==> src/dap_pkg.sv <==
// shared constants and types for the dual-array write and poll host controller
package dap_pkg;

    // ------------------------------------------------------------
    // widths and clock
    // ------------------------------------------------------------
    localparam int ADDR_W = 19;
    localparam int CLK_PERIOD_NS = 40;

    // ------------------------------------------------------------
    // pin timing, as printed, and derived cycle counts
    // ------------------------------------------------------------
    localparam int T_WP_NS = 100;
    localparam int T_WPH_NS = 100;
    localparam int T_ACC_NS = 150;
    localparam int T_CED_NS = 100;
    localparam int T_BLC_US = 150;
    localparam int T_WC_MS = 10;
    // least times round up
    localparam int WP_CYC = (T_WP_NS + CLK_PERIOD_NS - 1) / CLK_PERIOD_NS;
    localparam int WPH_CYC = (T_WPH_NS + CLK_PERIOD_NS - 1) / CLK_PERIOD_NS;
    localparam int ACC_CYC = (T_ACC_NS + CLK_PERIOD_NS - 1) / CLK_PERIOD_NS;
    localparam int CED_CYC = (T_CED_NS + CLK_PERIOD_NS - 1) / CLK_PERIOD_NS;
    // longest times round down
    localparam int BLC_CYC = (T_BLC_US * 1000) / CLK_PERIOD_NS;
    localparam int WC_CYC = (T_WC_MS * 1000000) / CLK_PERIOD_NS;
    // last safe launch point inside the byte-load window
    localparam logic [11:0] BLC_LIMIT = 12'(BLC_CYC - WP_CYC - 1);
    // a flash read in the window must return with room for the next load
    localparam logic [11:0] READ_LIMIT = 12'(BLC_CYC - WP_CYC - ACC_CYC - CED_CYC - 4);

    // ------------------------------------------------------------
    // unlock and command bytes, array geometry
    // ------------------------------------------------------------
    localparam logic [18:0] UNLK_ADDR_A = 19'h05555;
    localparam logic [18:0] UNLK_ADDR_B = 19'h02AAA;
    localparam logic [7:0] UNLK_DATA_A = 8'hAA;
    localparam logic [7:0] UNLK_DATA_B = 8'h55;
    localparam logic [7:0] CMD_WRITE = 8'hA0;
    localparam logic [7:0] CMD_ID_ENTER = 8'h90;
    localparam logic [7:0] CMD_ID_EXIT = 8'hF0;
    localparam logic [1:0] UNLK_LAST_STEP = 2'h2;
    localparam logic [7:0] FLASH_LAST_IDX = 8'hFF;
    localparam logic [7:0] EEP_LAST_IDX = 8'h0F;
    localparam logic [18:0] EEP_ADDR_MASK = 19'h07FFF;

    // ------------------------------------------------------------
    // types
    // ------------------------------------------------------------
    typedef enum logic [2:0] {
        OP_RD_FLASH = 3'h0,
        OP_RD_EEP = 3'h1,
        OP_WR_FLASH = 3'h2,
        OP_WR_EEP = 3'h3,
        OP_ID_ENTER = 3'h4,
        OP_ID_EXIT = 3'h5
    } dap_op_t;

    typedef enum logic [7:0] {
        ST_IDLE = 8'h01,
        ST_UNLK = 8'h02,
        ST_LOAD = 8'h04,
        ST_WLOW = 8'h08,
        ST_WHIGH = 8'h10,
        ST_RLOW = 8'h20,
        ST_GAP = 8'h40,
        ST_FIN = 8'h80
    } dap_state_t;

endpackage : dap_pkg

==> src/dap_host.sv <==
// host-side controller driving a dual-array flash and eeprom memory over its pins
`timescale 1ns/1ps
`default_nettype none

// Notes on behaviour
// RULE_01 - every write or id command starts with the three-byte unlock sequence
// RULE_02 - first byte loaded after unlock is the first destination of a sector write
// RULE_03 - eeprom writes use only the fifteen low address lines; upper ones ignored
// RULE_04 - each further byte load follows the previous within the byte-load window
// RULE_05 - device finishes its internal write within the write cycle time
// RULE_06 - flash reads may sit between eeprom byte loads while the window holds
// RULE_07 - flash read data stays valid throughout the eeprom internal write
// RULE_08 - flash and eeprom selects are never low together
// RULE_09 - during a write, bit 7 reads back as the complement of the last byte
// RULE_10 - id mode returns maker code at address bit 0 low, device code when high
// RULE_11 - device drops id mode when power is lost
// RULE_12 - after id exit sequence the device resumes normal reads and writes
// RULE_13 - flash reads during a flash internal write act as status polls
// RULE_14 - host never reads the eeprom while a flash write is in progress
// RULE_15 - polling reads the address of the last byte loaded, at any time
// RULE_16 - loading closes once no byte arrives within the byte-load window
// RULE_17 - write is complete when bit 7 matches, or after the write cycle time
module dap_host #(
    parameter int WRITE_TIMEOUT_CYC = dap_pkg::WC_CYC
) (
    // clock and reset
    input wire logic clock,
    input wire logic arst_n,
    // command port
    input wire logic cmd_valid,
    input wire dap_pkg::dap_op_t cmd_op,
    input wire logic [18:0] cmd_addr,
    output logic cmd_ready,
    // write byte stream
    input wire logic wr_valid,
    input wire logic [7:0] wr_data,
    input wire logic wr_last,
    output logic wr_ready,
    // results
    output logic [7:0] rd_data,
    output logic rd_valid,
    output logic done,
    output logic timeout,
    output logic id_mode,
    // memory pins
    output logic [18:0] address,
    output logic [7:0] data_out,
    output logic data_oe_n,
    input wire logic [7:0] data_in,
    output logic flash_select_n,
    output logic eeprom_select_n,
    output logic out_enable_n,
    output logic write_strobe_n
);

    // ------------------------------------------------------------
    // state
    // ------------------------------------------------------------
    dap_pkg::dap_state_t state_r, state_nxt;
    dap_pkg::dap_op_t op_r, op_nxt;
    logic [2:0] cnt_r, cnt_nxt;
    logic [1:0] step_r, step_nxt;
    logic [7:0] idx_r, idx_nxt;
    logic [11:0] blc_cnt_r, blc_cnt_nxt;
    logic [17:0] wt_cnt_r, wt_cnt_nxt;
    logic [18:0] base_r, base_nxt, last_addr_r, last_addr_nxt, addr_nxt;
    logic [7:0] last_data_r, last_data_nxt, dout_nxt, sample_r, sample_nxt;
    logic cyc_flash_r, cyc_flash_nxt, phase_data_r, phase_data_nxt;
    logic last_r, last_nxt, poll_r, poll_nxt, ret_load_r, ret_load_nxt;
    logic id_mode_nxt, timeout_nxt, rd_valid_nxt, done_nxt;

    // ------------------------------------------------------------
    // decode
    // ------------------------------------------------------------
    wire is_write = (op_r == dap_pkg::OP_WR_FLASH) || (op_r == dap_pkg::OP_WR_EEP);
    wire is_eep_wr = (op_r == dap_pkg::OP_WR_EEP);
    wire cnt_done = (cnt_r == 3'h0);
    wire byte_take = (state_r == dap_pkg::ST_LOAD) && wr_valid && wr_ready;
    wire window_out = (blc_cnt_r >= dap_pkg::BLC_LIMIT); // [RULE_04]
    wire [7:0] last_idx = is_eep_wr ? dap_pkg::EEP_LAST_IDX : dap_pkg::FLASH_LAST_IDX;
    wire [18:0] load_addr_raw = base_r + {11'h000, idx_r};
    // upper lines held low, the array would ignore them anyway
    wire [18:0] load_addr = is_eep_wr ? (load_addr_raw & dap_pkg::EEP_ADDR_MASK)
                                      : load_addr_raw; // [RULE_03]
    wire [7:0] cmd_byte = (op_r == dap_pkg::OP_ID_ENTER) ? dap_pkg::CMD_ID_ENTER :
                          (op_r == dap_pkg::OP_ID_EXIT) ? dap_pkg::CMD_ID_EXIT :
                          dap_pkg::CMD_WRITE;
    // only a flash read may slip between eeprom byte loads
    wire cmd_take = cmd_valid && cmd_ready && ((state_r == dap_pkg::ST_IDLE) ||
                    (cmd_op == dap_pkg::OP_RD_FLASH && !byte_take)); // [RULE_06] [RULE_14]
    wire poll_ok = (sample_r[7] == last_data_r[7]);
    wire wt_out = (wt_cnt_r >= 18'(WRITE_TIMEOUT_CYC));
    wire bus_low = (state_nxt == dap_pkg::ST_WLOW) || (state_nxt == dap_pkg::ST_RLOW);

    // ------------------------------------------------------------
    // next-state logic
    // ------------------------------------------------------------
    always_comb begin
        state_nxt = state_r;
        op_nxt = op_r;
        cnt_nxt = cnt_done ? 3'h0 : cnt_r - 3'h1;
        step_nxt = step_r;
        idx_nxt = idx_r;
        blc_cnt_nxt = (blc_cnt_r == 12'hFFF) ? blc_cnt_r : blc_cnt_r + 12'h001;
        wt_cnt_nxt = (wt_cnt_r == 18'h3FFFF) ? wt_cnt_r : wt_cnt_r + 18'h00001;
        base_nxt = base_r;
        last_addr_nxt = last_addr_r;
        last_data_nxt = last_data_r;
        addr_nxt = address;
        dout_nxt = data_out;
        sample_nxt = sample_r;
        cyc_flash_nxt = cyc_flash_r;
        phase_data_nxt = phase_data_r;
        last_nxt = last_r;
        poll_nxt = poll_r;
        ret_load_nxt = ret_load_r;
        id_mode_nxt = id_mode;
        timeout_nxt = timeout;
        rd_valid_nxt = 1'b0;
        done_nxt = 1'b0;
        case (state_r)
            dap_pkg::ST_IDLE: begin
                if (cmd_take) begin
                    op_nxt = cmd_op;
                    base_nxt = cmd_addr;
                    idx_nxt = 8'h00;
                    step_nxt = 2'h0;
                    poll_nxt = 1'b0;
                    ret_load_nxt = 1'b0;
                    timeout_nxt = 1'b0;
                    if (cmd_op == dap_pkg::OP_RD_FLASH || cmd_op == dap_pkg::OP_RD_EEP) begin
                        addr_nxt = cmd_addr;
                        cyc_flash_nxt = (cmd_op == dap_pkg::OP_RD_FLASH);
                        cnt_nxt = 3'(dap_pkg::ACC_CYC - 1);
                        state_nxt = dap_pkg::ST_RLOW;
                    end else begin
                        state_nxt = dap_pkg::ST_UNLK;
                    end
                end
            end
            dap_pkg::ST_UNLK: begin
                addr_nxt = (step_r == 2'h1) ? dap_pkg::UNLK_ADDR_B : dap_pkg::UNLK_ADDR_A;
                dout_nxt = (step_r == 2'h0) ? dap_pkg::UNLK_DATA_A :
                           (step_r == 2'h1) ? dap_pkg::UNLK_DATA_B : cmd_byte; // [RULE_01]
                cyc_flash_nxt = !is_eep_wr;
                phase_data_nxt = 1'b0;
                cnt_nxt = 3'(dap_pkg::WP_CYC - 1);
                state_nxt = dap_pkg::ST_WLOW;
            end
            dap_pkg::ST_LOAD: begin
                if (byte_take) begin
                    // first byte lands at the command address
                    addr_nxt = load_addr; // [RULE_02]
                    dout_nxt = wr_data;
                    last_addr_nxt = load_addr;
                    last_data_nxt = wr_data;
                    last_nxt = wr_last || (idx_r == last_idx);
                    cyc_flash_nxt = !is_eep_wr;
                    phase_data_nxt = 1'b1;
                    blc_cnt_nxt = 12'h000;
                    cnt_nxt = 3'(dap_pkg::WP_CYC - 1);
                    state_nxt = dap_pkg::ST_WLOW;
                end else if (window_out) begin
                    // stalled source: close loading and poll what was loaded
                    poll_nxt = (idx_r != 8'h00); // [RULE_16]
                    timeout_nxt = (idx_r == 8'h00);
                    wt_cnt_nxt = 18'h00000;
                    addr_nxt = last_addr_r;
                    cyc_flash_nxt = !is_eep_wr;
                    cnt_nxt = 3'(dap_pkg::ACC_CYC - 1);
                    state_nxt = (idx_r != 8'h00) ? dap_pkg::ST_RLOW : dap_pkg::ST_FIN;
                end else if (cmd_take) begin
                    addr_nxt = cmd_addr;
                    cyc_flash_nxt = 1'b1;
                    ret_load_nxt = 1'b1; // [RULE_06]
                    cnt_nxt = 3'(dap_pkg::ACC_CYC - 1);
                    state_nxt = dap_pkg::ST_RLOW;
                end
            end
            dap_pkg::ST_WLOW: begin
                if (cnt_done) begin
                    cnt_nxt = 3'(dap_pkg::WPH_CYC - 1);
                    state_nxt = dap_pkg::ST_WHIGH;
                end
            end
            dap_pkg::ST_WHIGH: begin
                if (cnt_done && !phase_data_r) begin
                    if (step_r != dap_pkg::UNLK_LAST_STEP) begin
                        step_nxt = step_r + 2'h1;
                        state_nxt = dap_pkg::ST_UNLK;
                    end else if (is_write) begin
                        blc_cnt_nxt = 12'h000;
                        state_nxt = dap_pkg::ST_LOAD;
                    end else begin
                        id_mode_nxt = (op_r == dap_pkg::OP_ID_ENTER);
                        state_nxt = dap_pkg::ST_FIN;
                    end
                end else if (cnt_done) begin
                    idx_nxt = idx_r + 8'h01;
                    if (last_r) begin
                        // poll the last loaded address right away
                        poll_nxt = 1'b1; // [RULE_15]
                        wt_cnt_nxt = 18'h00000;
                        addr_nxt = last_addr_r;
                        cnt_nxt = 3'(dap_pkg::ACC_CYC - 1);
                        state_nxt = dap_pkg::ST_RLOW;
                    end else begin
                        state_nxt = dap_pkg::ST_LOAD;
                    end
                end
            end
            dap_pkg::ST_RLOW: begin
                if (cnt_done) begin
                    sample_nxt = data_in;
                    cnt_nxt = 3'(dap_pkg::CED_CYC - 1);
                    state_nxt = dap_pkg::ST_GAP;
                end
            end
            dap_pkg::ST_GAP: begin
                // selects stay high here, so switching arrays keeps its delay
                if (cnt_done && poll_r) begin
                    if (poll_ok || wt_out) begin
                        timeout_nxt = !poll_ok; // [RULE_17]
                        state_nxt = dap_pkg::ST_FIN;
                    end else begin
                        addr_nxt = last_addr_r;
                        cnt_nxt = 3'(dap_pkg::ACC_CYC - 1);
                        state_nxt = dap_pkg::ST_RLOW;
                    end
                end else if (cnt_done) begin
                    rd_valid_nxt = 1'b1;
                    ret_load_nxt = 1'b0;
                    state_nxt = ret_load_r ? dap_pkg::ST_LOAD : dap_pkg::ST_FIN;
                end
            end
            dap_pkg::ST_FIN: begin
                done_nxt = 1'b1;
                state_nxt = dap_pkg::ST_IDLE;
            end
            default: state_nxt = dap_pkg::ST_IDLE;
        endcase
    end

    // ------------------------------------------------------------
    // registers
    // ------------------------------------------------------------
    always_ff @(posedge clock or negedge arst_n) begin
        if (!arst_n) begin
            state_r <= dap_pkg::ST_IDLE;
            op_r <= dap_pkg::OP_RD_FLASH;
            {cnt_r, step_r, idx_r, blc_cnt_r, wt_cnt_r} <= '0;
            {base_r, last_addr_r, last_data_r, sample_r} <= '0;
            {cyc_flash_r, phase_data_r, last_r, poll_r, ret_load_r} <= '0;
            {address, data_out, rd_data, rd_valid, done, timeout, id_mode} <= '0;
            {cmd_ready, wr_ready} <= '0;
            {data_oe_n, flash_select_n, eeprom_select_n, out_enable_n} <= 4'hF;
            write_strobe_n <= 1'b1;
        end else begin
            state_r <= state_nxt;
            op_r <= op_nxt;
            {cnt_r, step_r, idx_r, blc_cnt_r, wt_cnt_r} <=
                {cnt_nxt, step_nxt, idx_nxt, blc_cnt_nxt, wt_cnt_nxt};
            {base_r, last_addr_r, last_data_r, sample_r} <=
                {base_nxt, last_addr_nxt, last_data_nxt, sample_nxt};
            {cyc_flash_r, phase_data_r, last_r, poll_r, ret_load_r} <=
                {cyc_flash_nxt, phase_data_nxt, last_nxt, poll_nxt, ret_load_nxt};
            {address, data_out, timeout, id_mode} <= {addr_nxt, dout_nxt, timeout_nxt, id_mode_nxt};
            rd_data <= rd_valid_nxt ? sample_r : rd_data;
            rd_valid <= rd_valid_nxt;
            done <= done_nxt;
            cmd_ready <= (state_nxt == dap_pkg::ST_IDLE) || ((state_nxt == dap_pkg::ST_LOAD)
                         && is_eep_wr && (blc_cnt_nxt < dap_pkg::READ_LIMIT));
            wr_ready <= (state_nxt == dap_pkg::ST_LOAD);
            data_oe_n <= !((state_nxt == dap_pkg::ST_WLOW) || (state_nxt == dap_pkg::ST_WHIGH));
            flash_select_n <= !(bus_low && cyc_flash_nxt); // [RULE_08]
            eeprom_select_n <= !(bus_low && !cyc_flash_nxt); // [RULE_08]
            out_enable_n <= (state_nxt != dap_pkg::ST_RLOW);
            write_strobe_n <= (state_nxt != dap_pkg::ST_WLOW);
        end
    end

    // ------------------------------------------------------------
    // checks
    // ------------------------------------------------------------
    logic [3:0] stb_cnt_r;
    always_ff @(posedge clock or negedge arst_n) begin
        if (!arst_n) begin
            stb_cnt_r <= 4'h0;
        end else if (state_r == dap_pkg::ST_IDLE) begin
            stb_cnt_r <= 4'h0;
        end else if (write_strobe_n && state_nxt == dap_pkg::ST_WLOW) begin
            stb_cnt_r <= stb_cnt_r + 4'h1;
        end
    end
endmodule : dap_host

`default_nettype wire

==> config.mk <==
export PLATFORM = sky130hd
export DESIGN_NAME = dap_host
export DESIGN_NICKNAME = d
export VERILOG_FILES = /design/src/dap_pkg.sv /design/src/dap_host.sv
export SDC_FILE = /design/constraint.sdc
export NUM_CORES = 1
export LEC_CHECK = 0
export ABC_CLOCK_PERIOD_IN_PS = 2410
export BUFFER_PORTS_ARGS = -buffer_cell sky130_fd_sc_hd__buf_2
export CORE_ASPECT_RATIO = 1.5
export CORE_MARGIN = 2
export CORE_UTILIZATION = 35
export CTS_CLUSTER_DIAMETER = 30
export DETAILED_ROUTE_END_ITERATION = 8
export PLACE_DENSITY_LB_ADDON = 0.3
export SLEW_MARGIN = 30
export SYNTH_ARGS = -nofsm -noshare
export SYNTH_HDL_FRONTEND = slang
export SYNTH_SLANG_ARGS = --single-unit
==> constraint.sdc <==
create_clock -name clock -period 2.41 [get_ports clock]
set_clock_uncertainty 0.1 [all_clocks]
set_input_delay 0.241 -clock clock [delete_from_list [all_inputs] [get_ports clock]]
set_output_delay 0.241 -clock clock [all_outputs]
set_load 0.02 [all_outputs]
==> impl_metrics.json <==
{
  "maxCapViolations": 0,
  "crit_type": "reg2reg",
  "layout_setup_ws_ps": -57.15,
  "drt_first_iter_violations": 437,
  "r2r_cells": 7,
  "globalplace.congestion": 0.8783,
  "clkPwrFrac_pct": 26.4,
  "grt_pass1_wl_mm": 38.69,
  "wl_per_cell_um": 17.22,
  "ys_ff_latch": 152,
  "drtAntennaViolNets": 0,
  "syn_nets": 957,
  "p_switching_mw": 3.977,
  "hold_depth": 3,
  "seq_area_frac_synth_pct": 47.26,
  "cts_tree": "built",
  "vias": 7520,
  "synth_common_cells": "nand2_1, dfrtp_1, nor2_1",
  "drive_gt1_share_pct": 30.05,
  "fin_nets": 1200,
  "setup_tns_ps": -175.0,
  "p_leak_nw": 5.185,
  "area_growth_pct": 37.59,
  "clk_latency_ps": 430,
  "synth.area.top_cells": "dfrtp_1, nand2_1, nor2_1",
  "tightest_slew_ps": 672.7,
  "outcome": "finished with violations",
  "p_seq_share_pct": 37.4,
  "slew_viol_final": 0,
  "crit_path_start_kind": "flip-flop",
  "die_y_um": 189.9,
  "p_comb_share_pct": 36.2,
  "yosys.area.top_type_share_pct": 45.31,
  "drt-vias-per-instance": 5.266,
  "overflow": 0,
  "violations": "negative setup slack",
  "worst-path-max-fanout": 5,
  "grt_max_degree": 57,
  "max_freq_mhz": 405.3,
  "rsz0062_at_grt": "true",
  "finalSetupViolCount": 9,
  "yosys_warnings": 0,
  "clock-sinks": 152,
  "drc": 0,
  "hpwl_mm": 17.94,
  "port_buffers": 88,
  "synth-edff-count": 0,
  "whs_ps": 19.03,
  "peakVddDrop_mv": 0.5445,
  "yosysTopAreaCell": "dfrtp_1",
  "slew_headroom_pct": 54.81,
  "hold_class": "in2reg",
  "cts_max_level": 4,
  "num_io_pins": 89,
  "n_antenna_cell": 0,
  "clockBufferDepth": 2,
  "synthesis.area_sq_um": 8064,
  "rows": 68,
  "cp-end-kind": "flip-flop",
  "synth_ff_type": "dfrtp_1",
  "ys_types": 71,
  "fin_crit_sh_pct": 102.4,
  "p_int_mw": 6.746,
  "routed_wl_mm": 24.60,
  "track_usage_pct": 20.43,
  "p_per_area_nw_per_um2": 966.4,
  "finalHoldViolCount": 0,
  "grt_pass1_vias": 7434,
  "switching_share_pct": 37.09,
  "clk_pin_slew_worst_paths_ps": 70,
  "stdcell_area_sq_um": 11100,
  "arrival_ps": 2690,
  "avgSynthCellArea_sq_um": 9.030,
  "cts_made_buffers": 17,
  "start_util_pct": 35.37,
  "post_dp_cell_area_sq_um": 9674,
  "synthArstFlopShare_pct": 100.0,
  "grt_antenna_before_repair": 0,
  "die-area_sq_um": 24300,
  "firstDrtPassIters": 5,
  "core_area_sq_um": 22800,
  "synth_cells": 893,
  "fin_crit_ps": 2467,
  "cts-root-buf": "clkbuf_16",
  "required_ps": 2630,
  "die_w_um": 127.9,
  "yosysMostFrequentCell": "nand2_1"
}
worst max-delay path: stages, from the launching register on:
cell and delay, ps:
dfrtp_1 430, or4b_4 520, nor3_4 300, o31ai_4 90, o32a_1 320, buf_6 130
nand2b_4 160, mux2_4 300
cell usage in the layout, fill, tap and decap left out, drive strengths merged, types with 6 or more instances in the layout:
cell type	netlist	final
dfstp	6	6
inv	21	22
a21oi	33	33
nor4	11	11
and2	8	8
xor2	21	21
mux2i	8	8
o21ai	35	35
nand3	39	39
nand4	15	15
nor3	19	19
a21o	6	6
dfrtp	146	146
buf	9	223
nor2b	10	10
ha	20	20
xnor2	22	22
dlygate4sd3	0	35
a31oi	27	27
a211oi	6	6
clkbuf	26	20
mux2	19	19
nand2	182	182
nor2	111	111
and3	6	6
a221oi	11	11
through the flow:
step / instances / utilization [%] / total power [mW] / setup WS, ps
after global placement: 1346 / 42.43 / 7.554 / -63.64
after floorplan: 893 / - / 6.208 / -36.40
after global routing: 1428 / 48.66 / 11.41 / -122.3
final: 1428 / 48.66 / 10.72 / -57.15
after detailed placement: 1346 / 42.43 / 7.638 / -87.04
after CTS: 1415 / 46.93 / 10.56 / -17.78
power groups by stage:
stage / clock network, mW / registers [mW] / logic [mW]
6_report: 2.83 / 4.01 / 3.88
5_1_grt: 2.98 / 4.13 / 4.29
4_1_cts: 2.88 / 3.98 / 3.70
3_5_place_dp: 0 / 4.01 / 3.63
3_3_place_gp: 0 / 3.99 / 3.57
2_1_floorplan: 0 / 4.19 / 2.02
routing by layer:
layer  routed length (um)  up-vias  track usage (%)
met3                 1007       52            3.543
met2                12400      184            35.07
met1                10270     3646            24.92
met4                  921        0            9.341
li1                     -     3638                -
met5                    0        -                0
registers in the layout, summed over array words and instances (netlist names), 12 cells and up:
name,flops
blc_cnt_r,12
wt_cnt_r,18
address,19
last_addr_r,19
base_r,19
final timing paths:
check	endpoint	start	slack (ps)
worst max-delay path	address[7]	state_r[7]	-60
min in group asynchronous	done	arst_n	240
worst min-delay path	base_r[6]	cmd_addr[6]	20
max in group asynchronous	eeprom_select_n	arst_n	1290
worst min register to register	last_addr_r[15]	last_addr_r[15]	370
worst max register to register	address[7]	state_r[7]	-60
cells by family (layout without fill, tap and decap cells):
kind of cell	Yosys count	count (layout)	share of synthesized area, %
xor+xnor	43	43	4.670
compound gates	165	165	13.62
fa+ha+maj	21	21	3.351
flops	152	152	47.26
buf+inv	56	310	3.041
simple gates	429	430	24.36
mux	27	27	3.693
cell type report:
cell class	count	area [sq um]
Multi-Input combinational cell	686	4338
Clock buffer	20	466.7
Tap cell	280	350.3
Timing Repair Buffer	258	1902
Fill cell	2155	11710
Sequential cell	152	3814
Clock inverter	11	146.4
Inverter	21	78.83
repair_timing:
| action | CTS | global route |
|---|---|---|
| setup endpoints to repair | 37 | 67 |
| gates cloned | 0 | 2 |
| pin swaps | 6 | 6 |
| gates resized for setup | 10 | 65 |
| hold buffers | 35 | 0 |
| endpoints found under the hold margin | 84 | 0 |
| buffers inserted | 3 | 11 |
No activity file was read; power rests on OpenSTA's default activity.
